===== src/pfi_pkg.sv =====
// Package with register map, field positions and reset values for the fault interrupt block
package pfi_pkg;
    localparam int         DW = 8;
    // Register indices; 0x13 is printed, the rest are placed around it.
    // Each register takes one aligned word, so the byte address is four times the index.
    localparam logic [7:0] ADDR_BUCK_LIVE = 8'h0C;
    localparam logic [7:0] ADDR_MB_FLAGS  = 8'h0E;
    localparam logic [7:0] ADDR_MB_MASKS  = 8'h0F;
    localparam logic [7:0] ADDR_MB_LIVE   = 8'h10;
    localparam logic [7:0] ADDR_LDO_FLAGS = 8'h11;
    localparam logic [7:0] ADDR_LDO_MASKS = 8'h12;
    localparam logic [7:0] ADDR_LDO_LIVE  = 8'h13;
    localparam int         ADDR_BITS      = 8;
    // Implemented bits per register
    localparam logic [7:0] BUCK_BITS = 8'h1B;
    localparam logic [7:0] MB_BITS   = 8'hC1;
    localparam logic [7:0] LDO_BITS  = 8'h3F;
    // Field positions
    localparam int BIT_BUCK3      = 4;
    localparam int BIT_BUCK2      = 3;
    localparam int BIT_BUCK1_HI   = 1;
    localparam int BIT_BUCK1_LO   = 0;
    localparam int BIT_FUSE_ERR   = 7;
    localparam int BIT_FUSE_BLOW  = 6;
    localparam int BIT_BOOST      = 0;
    localparam int LDO_COUNT      = 6;
    // Reset values: flags clear, masks all masked
    localparam logic [7:0] FLAGS_RESET = 8'h00;
    localparam logic [7:0] MB_MASK_RESET  = 8'hC1;
    localparam logic [7:0] LDO_MASK_RESET = 8'h3F;
    localparam logic [7:0] ZERO8 = 8'h00;
    localparam logic [1:0] HTRANS_NONSEQ = 2'h2;
    localparam logic [2:0] HSIZE_WORD    = 3'h2;
    localparam int         SYNC_W = 12;
endpackage


===== src/pfi_fault_irq.sv =====
// Top of the fault interrupt block: AHB-Lite registers, sticky flags, masks, live sense
`timescale 1ns/1ps
module pfi_fault_irq
    import pfi_pkg::*;
(
    input  wire logic        hclk,
    input  wire logic        hresetn,
    input  wire logic        ce,
    input  wire logic        hsel,
    input  wire logic [31:0] haddr,
    input  wire logic [1:0]  htrans,
    input  wire logic        hwrite,
    input  wire logic [2:0]  hsize,
    input  wire logic [31:0] hwdata,
    input  wire logic        hready,
    output logic      [31:0] hrdata,
    output logic             hreadyout,
    output logic             hresp,
    input  wire logic        buck1_overcurrent,
    input  wire logic        buck2_overcurrent,
    input  wire logic        buck3_overcurrent,
    input  wire logic        fuse_error_present,
    input  wire logic        fuse_blow_running,
    input  wire logic        boost_overcurrent,
    input  wire logic [5:0]  linear_overcurrent,
    output logic             irq_out_n
);
    import pfi_pkg::*;

    // Synchronised copies of every condition
    logic [SYNC_W-1:0] raw_in;
    logic [SYNC_W-1:0] sync_in;
    logic              buck1_s;
    logic              buck2_s;
    logic              buck3_s;
    logic              fuse_err_s;
    logic              fuse_run_s;
    logic              boost_s;
    logic [5:0]        linear_s;
    logic              fuse_run_d_reg;
    logic              fuse_err_d_reg;

    // Registers
    logic [DW-1:0] mb_flags_reg;
    logic [DW-1:0] mb_flags_next;
    logic [DW-1:0] mb_masks_reg;
    logic [DW-1:0] ldo_flags_reg;
    logic [DW-1:0] ldo_flags_next;
    logic [DW-1:0] ldo_masks_reg;
    logic [DW-1:0] buck_live;
    logic [DW-1:0] mb_live;
    logic [DW-1:0] ldo_live;
    logic [DW-1:0] mb_set;
    logic [DW-1:0] ldo_set;

    // Bus data phase state
    logic                 wr_pend_reg;
    logic                 rd_pend_reg;
    logic [ADDR_BITS-1:0] addr_reg;
    logic                 take;
    logic [DW-1:0]        wdat;
    logic [DW-1:0]        rd_val;

    // Register decode shared by read and write paths
    function automatic logic hit(input logic [ADDR_BITS-1:0] a, input logic [ADDR_BITS-1:0] r);
        return a == r;
    endfunction

    assign raw_in = {linear_overcurrent, boost_overcurrent, fuse_blow_running,
                     fuse_error_present, buck3_overcurrent, buck2_overcurrent,
                     buck1_overcurrent};

    pfi_sync u_sync (
        .hclk     (hclk),
        .hresetn  (hresetn),
        .ce       (ce),
        .async_in (raw_in[SYNC_W-1:0]),
        .sync_out (sync_in)
    );

    // Unpack synchronised inputs
    assign buck1_s    = sync_in[0];
    assign buck2_s    = sync_in[1];
    assign buck3_s    = sync_in[2];
    assign fuse_err_s = sync_in[3];
    assign fuse_run_s = sync_in[4];
    assign boost_s    = sync_in[5];
    assign linear_s   = sync_in[SYNC_W-1:6];

    // Live sense views; they track inputs from reset on, no stored default
    always_comb begin
        buck_live                = ZERO8;
        buck_live[BIT_BUCK3]     = buck3_s;
        buck_live[BIT_BUCK2]     = buck2_s;
        buck_live[BIT_BUCK1_HI]  = buck1_s;
        buck_live[BIT_BUCK1_LO]  = buck1_s;
        mb_live                  = ZERO8;
        mb_live[BIT_FUSE_ERR]    = fuse_err_s;
        mb_live[BIT_FUSE_BLOW]   = fuse_run_s;
        mb_live[BIT_BOOST]       = boost_s;
        ldo_live                 = {2'b00, linear_s};
    end

    // Edge memory for the one-shot memory events
    always_ff @(posedge hclk or negedge hresetn) begin
        if (!hresetn) begin
            fuse_run_d_reg <= 1'b0;
            fuse_err_d_reg <= 1'b0;
        end else if (ce) begin
            fuse_run_d_reg <= fuse_run_s;
            fuse_err_d_reg <= fuse_err_s;
        end
    end

    // Set terms: error on detection, blow-done on falling run, limits as levels
    always_comb begin
        mb_set                = ZERO8;
        mb_set[BIT_FUSE_ERR]  = fuse_err_s & ~fuse_err_d_reg;
        mb_set[BIT_FUSE_BLOW] = fuse_run_d_reg & ~fuse_run_s;
        mb_set[BIT_BOOST]     = boost_s;
        ldo_set               = {2'b00, linear_s};
    end

    // AHB-Lite address phase capture
    assign take = hsel & hready & (htrans == HTRANS_NONSEQ);

    always_ff @(posedge hclk or negedge hresetn) begin
        if (!hresetn) begin
            wr_pend_reg <= 1'b0;
            rd_pend_reg <= 1'b0;
            addr_reg    <= '0;
        end else if (ce) begin
            if (hready) begin
                wr_pend_reg <= take & hwrite;
                rd_pend_reg <= take & ~hwrite;
                addr_reg    <= haddr[ADDR_BITS+1:2]; // Word index, byte lanes dropped
            end
        end
    end

    // Zero-wait-state slave, always OKAY; size other than word still accepted
    assign hreadyout = 1'b1;
    assign hresp     = 1'b0;
    assign wdat      = hwdata[DW-1:0];

    // Write-one-to-clear with set winning over clear
    always_comb begin
        mb_flags_next  = mb_flags_reg;
        ldo_flags_next = ldo_flags_reg;
        if (wr_pend_reg && hit(addr_reg, ADDR_MB_FLAGS)) begin
            mb_flags_next = mb_flags_reg & ~wdat;
        end
        if (wr_pend_reg && hit(addr_reg, ADDR_LDO_FLAGS)) begin
            ldo_flags_next = ldo_flags_reg & ~wdat;
        end
        mb_flags_next  = (mb_flags_next | mb_set) & MB_BITS;
        ldo_flags_next = (ldo_flags_next | ldo_set) & LDO_BITS;
    end

    // Sticky flag registers
    always_ff @(posedge hclk or negedge hresetn) begin
        if (!hresetn) begin
            mb_flags_reg  <= FLAGS_RESET;
            ldo_flags_reg <= FLAGS_RESET;
        end else if (ce) begin
            mb_flags_reg  <= mb_flags_next;
            ldo_flags_reg <= ldo_flags_next;
        end
    end

    // Mask registers, reset masked so nothing fires before software is ready
    always_ff @(posedge hclk or negedge hresetn) begin
        if (!hresetn) begin
            mb_masks_reg  <= MB_MASK_RESET;
            ldo_masks_reg <= LDO_MASK_RESET;
        end else if (ce && wr_pend_reg) begin
            if (hit(addr_reg, ADDR_MB_MASKS)) begin
                mb_masks_reg <= wdat & MB_BITS;
            end
            if (hit(addr_reg, ADDR_LDO_MASKS)) begin
                ldo_masks_reg <= wdat & LDO_BITS;
            end
        end
    end

    // Read mux; unmapped addresses read zero
    always_comb begin
        rd_val = ZERO8;
        if (hit(addr_reg, ADDR_BUCK_LIVE)) begin
            rd_val = buck_live & BUCK_BITS;
        end else if (hit(addr_reg, ADDR_MB_FLAGS)) begin
            rd_val = mb_flags_reg;
        end else if (hit(addr_reg, ADDR_MB_MASKS)) begin
            rd_val = mb_masks_reg;
        end else if (hit(addr_reg, ADDR_MB_LIVE)) begin
            rd_val = mb_live & MB_BITS;
        end else if (hit(addr_reg, ADDR_LDO_FLAGS)) begin
            rd_val = ldo_flags_reg;
        end else if (hit(addr_reg, ADDR_LDO_MASKS)) begin
            rd_val = ldo_masks_reg;
        end else if (hit(addr_reg, ADDR_LDO_LIVE)) begin
            rd_val = ldo_live;
        end
    end

    // Read data is combinational from the data-phase address
    assign hrdata = rd_pend_reg ? {24'h000000, rd_val} : 32'h00000000;

    // Interrupt pin registered to keep it glitch free
    always_ff @(posedge hclk or negedge hresetn) begin
        if (!hresetn) begin
            irq_out_n <= 1'b1;
        end else if (ce) begin
            irq_out_n <= ~(|(mb_flags_reg & ~mb_masks_reg) |
                           |(ldo_flags_reg & ~ldo_masks_reg));
        end
    end
endmodule


===== src/pfi_sync.sv =====
// Two-stage synchroniser bank for the fault and sense inputs
`timescale 1ns/1ps
module pfi_sync
    import pfi_pkg::*;
(
    input  wire logic              hclk,
    input  wire logic              hresetn,
    input  wire logic              ce,
    input  wire logic [SYNC_W-1:0] async_in,
    output logic      [SYNC_W-1:0] sync_out
);
    logic [SYNC_W-1:0] meta_reg;

    // First stage feeds only the second stage
    always_ff @(posedge hclk or negedge hresetn) begin
        if (!hresetn) begin
            meta_reg <= '0;
            sync_out <= '0;
        end else if (ce) begin
            meta_reg <= async_in;
            sync_out <= meta_reg;
        end
    end
endmodule


===== config.mk =====
export PLATFORM = sky130hd
export DESIGN_NAME = pfi_fault_irq
export DESIGN_NICKNAME = d
export VERILOG_FILES = /design/src/pfi_pkg.sv /design/src/pfi_fault_irq.sv /design/src/pfi_sync.sv
export SDC_FILE = /design/constraint.sdc
export NUM_CORES = 1
export LEC_CHECK = 0
export ABC_AREA = 1
export BUFFER_PORTS_ARGS = -buffer_cell sky130_fd_sc_hd__buf_4
export CAP_MARGIN = 20
export CORE_AREA = 3 3 143 76
export DETAILED_ROUTE_END_ITERATION = 10
export DIE_AREA = 0 0 146 79
export GPL_ROUTABILITY_DRIVEN = 0
export PLACE_DENSITY = 0.53
export SLEW_MARGIN = 20
export SYNTH_ARGS = -nofsm -noshare
export SYNTH_HDL_FRONTEND = slang
export SYNTH_SLANG_ARGS = --single-unit

===== constraint.sdc =====
create_clock -name hclk -period 1.3 [get_ports hclk]
set_input_delay 0.13 -clock hclk [delete_from_list [all_inputs] [get_ports hclk]]
set_output_delay 0.13 -clock hclk [all_outputs]
set_load 0.03 [all_outputs]

After elaboration in Yosys (flattened, before gate mapping) --
Index checks and enable logic that the tools add are counted.
Cells by class: eq/ne operators 8, muxes and demuxes 10, bitwise gates (word level) 20, reductions and logical operators 8
Operators with widths (count):
- 8-bit 2-to-1 mux | 6
- 8-bit by 5-bit == test with 1-bit output, second input constant | 4
- 8-bit by 4-bit == test with 1-bit output, second input constant | 3
- 6-bit 2-to-1 mux | 4
- 8-bit AND | 2
- 8-bit NOT | 2
- 8-bit OR reduction | 2
- 6-bit by 8-bit AND with 8-bit output | 1
- 6-bit NOT with 8-bit output | 1
- 8-bit bitwise OR | 1
- 1-bit AND | 6
- 6-bit AND | 1
- 6-bit bitwise OR | 1
- 2-bit AND reduction | 3
- 1-bit NOT | 4
- 1-bit logical AND | 3
- 2-bit == test, second input constant | 1
- 1-bit bitwise OR | 1
Word-level totals: register bits 55, input bits 87, output and inout bits 35

Longest topological paths before layout --
depth in word-level cells 9, depth in mapped cells 11, mapped depth without buffers 11

Hierarchy --
From an unflattened synthesis, not the netlist that was laid out.
Second synthesis, totals: cells, all modules 363, area total of the unflattened synthesis 2936.6 um^2
Modules (own cells, without submodules):
- pfi_fault_irq | times used 1, cells each 261, area an instance 1961.9 um^2
- pfi_sync | times used 1, cells each 102, area an instance 974.7 um^2

Worst setup path before layout --
Ideal clock, no wire load.
kind register to output, from register addr_reg[2], to output port hrdata[4], arrival time 1318 ps, path slack -148 ps, cell stages (with the launch flop) 8, path buffers 0, cells stage by stage dfrtp_1 > inv_1 > nand2_1 > nor3_1 > nand2_2 > o211ai_1 > nand2_1 > nand2_1
On the way: cells in the longest elaborated chain, start to end 9, elaborated cells on any way between the ends 15, those cells by class 7 x eq/ne; 8 x mux
Ends and longest elaborated chain:
- start: declaration | line pfi_fault_irq.sv:59 | logic [ADDR_BITS-1:0] addr_reg;
- start signal: assignment | line pfi_fault_irq.sv:136 | addr_reg <= haddr[ADDR_BITS+1:2];
- 8-bit by 5-bit == test with 1-bit output | line pfi_fault_irq.sv:66 | return a == r;
- 6-bit 2-to-1 mux | line pfi_fault_irq.sv:201 | end else if (hit(addr_reg, ADDR_LDO_LIVE)) begin
- 6-bit 2-to-1 mux | line pfi_fault_irq.sv:199 | end else if (hit(addr_reg, ADDR_LDO_MASKS)) begin
- 6-bit 2-to-1 mux | line pfi_fault_irq.sv:197 | end else if (hit(addr_reg, ADDR_LDO_FLAGS)) begin
- 8-bit 2-to-1 mux | line pfi_fault_irq.sv:195 | end else if (hit(addr_reg, ADDR_MB_LIVE)) begin
- 8-bit 2-to-1 mux | line pfi_fault_irq.sv:193 | end else if (hit(addr_reg, ADDR_MB_MASKS)) begin
- 8-bit 2-to-1 mux | line pfi_fault_irq.sv:191 | end else if (hit(addr_reg, ADDR_MB_FLAGS)) begin
- 8-bit 2-to-1 mux * | line pfi_fault_irq.sv:189 | if (hit(addr_reg, ADDR_BUCK_LIVE)) begin
- 8-bit 2-to-1 mux * | line pfi_fault_irq.sv:207 | assign hrdata = rd_pend_reg ? {24'h000000, rd_val} : 32'h00000000;
- end: declaration | line pfi_fault_irq.sv:16 | output logic [31:0] hrdata,
Every way passes the cells marked *; elsewhere a longest branch is shown, timed or not.

Worst setup path in the final report --
from register addr_reg[7], to output port hrdata[1]
The elaborated chain is that of the path after synthesis.

==> impl_results.md <==
- DRT antenna net count: 0
- Slowest stage delay, CP: 400 ps
- WS Path Type: reg -> out
- # DRC: 0
- Top_reg_cell synth: dfrtp_1
- Synthesized area: 2860 µm²
- Number of CTS-inserted buffers: 5
- Synth-to-layout area growth: 30.0%
- Area of the multi-input gates: 1250 µm²
- Total power: 3930 µW
- Sequential area share after synthesis: 48.6%
- Total track usage: 12.2%
- Rows: 25
- Largest net degree at the start of global routing: 56
- Clock Skew: 6.61 ps
- Power per cell area: 1060 nW/µm²
- DR WL/cell: 12.1 µm
- Vias: 2,321
- Worst Path Max Fanout: 5
- Die Ht: 79 µm
- Status: finished with violations
- Clock slew at reported path FFs: 70 ps
- Synth Instances: 354
- Final Slew Violations: 0
- IO Port Bufs: 44
- Area contributors post-synth: dfrtp_1 (39%), nand2_1 (13%), dfstp_2 (9.2%), buf_4 (6.8%), inv_1 (6.4%)
- RSZ-0062 raised after global routing: yes
- Startpoint types: register
- Layout Utilization: 39.2%
- Initial antenna violation count: 0
- Mean Syn Cell Area: 8.07 µm²
- Vias in the first global route: 2,245
- Placement Setup Slack: -317 ps
- Final net count: 506
- Die Footprint: 11,500 µm²
- Critical path capture point type: output pin
- I/O pin count: 122
- Sequential Area: 1390 µm²
- Share of layout cells above drive strength 1: 32.1%
- DP HPWL: 5.05 mm
- First-pass GRT wire length: 11.4 mm
- Hold Path Class: in -> reg
- Crit path DAT: 1740 ps
- Final WL: 6.74 mm
- Area share of the largest cell type after synthesis: 39.4%
- Leakage power: 0.00188 µW
- Count leader, synth: nand2_1
- MaxCap Viol Count: 0
- Asr flop ratio synth: 100%
- Worst skew pair latency: 290 ps
- Via-per-instance ratio: 4.18
- Fin crit period: 1870 ps
- Count of state elements after synthesis: 55
- Htree depth: 2
- Core area: 9480 µm²
- CTS Buffer Depth: 2
- Router iterations before antenna repair: 4
- CTS tree: yes
- Final period util: 144%
- Cell variety after synth: 28
- Leading area contributor after synthesis: dfrtp_1
- Crit-path leading delay family: simple AND/OR/NAND/NOR gates
- Die W: 146 µm
- Grt ovf: 0
- Worst path required time: 1170 ps
- Fmax: 536 MHz
- Clock sinks: 55
- Final hold vios: 0
- Starting Density: 30.2%
- Layout fillers: 974
- Diodes inserted: 0
- Number of synthesized flops with an enable pin: 0
- Most used cell, CP: nand2_4
- Failing checks: setup timing
- Yosys warning count: 0
- R2r setup slk: -90 ps
- CP Cell Sequence: inv_2, nand2_4, nor2_8, nand2_4, nor2_4, buf_4, nand2_2, nand3_2, o21a_4, buf_6
- Commonest cells in the netlist: nand2_1 (102), inv_1 (49), dfrtp_1 (45), o21ai_0 (34), buf_4 (26)
- Slowest stage cell, crit path: dfrtp_1
- CP bufs+invs: 3
- Final Setup Violations: 25
- Peak supply drop: 0.000415 V
- Root buf cell: clkbuf_16
- Final worst slack: -567 ps
- Initial detailed-routing violation count: 156
[worst paths after layout]
check	from	to	cells after the start
min in group asynchronous	hresetn	u_sync.meta_reg[1]$_DFFE_PN0P_	3
max	addr_reg[7]$_DFFE_PN0P_	hrdata[1]	10
min reg2reg	fuse_err_d_reg$_DFFE_PN0P_	mb_flags_reg[7]$_DFFE_PN0P_	1
max reg2reg	addr_reg[4]$_DFFE_PN0P_	mb_flags_reg[7]$_DFFE_PN0P_	5
max in group asynchronous	hresetn	ldo_masks_reg[0]$_DFFE_PN1P_	3
min	linear_overcurrent[3]	u_sync.meta_reg[9]$_DFFE_PN0P_	3
[metrics by stage]
step / instances / area (µm²) / hold slack [ps] / setup TNS, ps
after CTS: 552 / 3640 / 25.2 / -4890
after floorplan: 378 / 2990 / -166 / -175
final: 555 / 3710 / 29.5 / -5400
after detailed placement: 539 / 3380 / 139 / -2980
after global routing: 555 / 3710 / 35.7 / -8210
after global placement: 539 / 3380 / 137 / -2670
[worst register-to-register path, cell delays in order, from the launching register on]
cell     delay [ps]
dfrtp_2         450
buf_4           150
nor3_2          240
nand3_1         170
nor3_1          180
o22ai_1          90
[layout make-up]
class	instances	area share (%)
inverter	52	5.25
timing repair buffer	68	15.2
tap	135	4.55
clock inverter	2	0.472
sequential	55	37.5
clock buffer	6	3.47
multi-input combinational	237	33.6
[logic make-up after synthesis]
kind of cell / Yosys count / synth area share, %
other cells: 2 / 0.263
compound gates: 60 / 12.5
simple gates: 151 / 23.6
flops: 55 / 48.6
buf+inv: 86 / 15.1
[power by group]
part           internal [µW]  switching, µW
Sequential              1830           74.8
Clock                    727            626
Combinational            241            433
Total                   2800           1130
[layout by cell type (no fill, tap or decap), types with 2 or more instances in the layout]
master	n
dfstp_2	10
buf_6	10
nor3_1	6
nor2_1	13
clkbuf_16	5
o2111ai_1	2
nand2_4	6
nor2_8	2
o21ai_1	6
dfrtp_2	2
dfrtp_1	43
inv_1	39
o22ai_1	11
nor3_2	3
conb_1	26
buf_4	56
inv_2	12
nor3_4	2
o21ai_0	27
nand4_1	2
nand3_1	10
nand2_2	9
o211ai_1	4
o21ai_2	7
nand2_1	91
nor2_2	2
nand3_2	2
[timing repair]
| action | in CTS | in global routing |
|---|---|---|
| endpoints found under the setup margin | 23 | 26 |
| gates resized for setup | 24 | 17 |
| setup buffers | 4 | 3 |
| hold buffers | 1 | 0 |
| hold endpoints to repair | 45 | 0 |
| pin swaps | 14 | 10 |
[layer usage]
metal / global-route usage, % / vias up / share of wire, % / routed length, µm
met5: 0 / - / 0 / 0
met4: 2.25 / 0 / 0.88 / 59
met3: 2.51 / 6 / 4.7 / 320
met2: 18.9 / 50 / 43 / 2900
met1: 17.7 / 1067 / 51 / 3460
li1: - / 1198 / - / -
(Power assumes the default switching activity.)
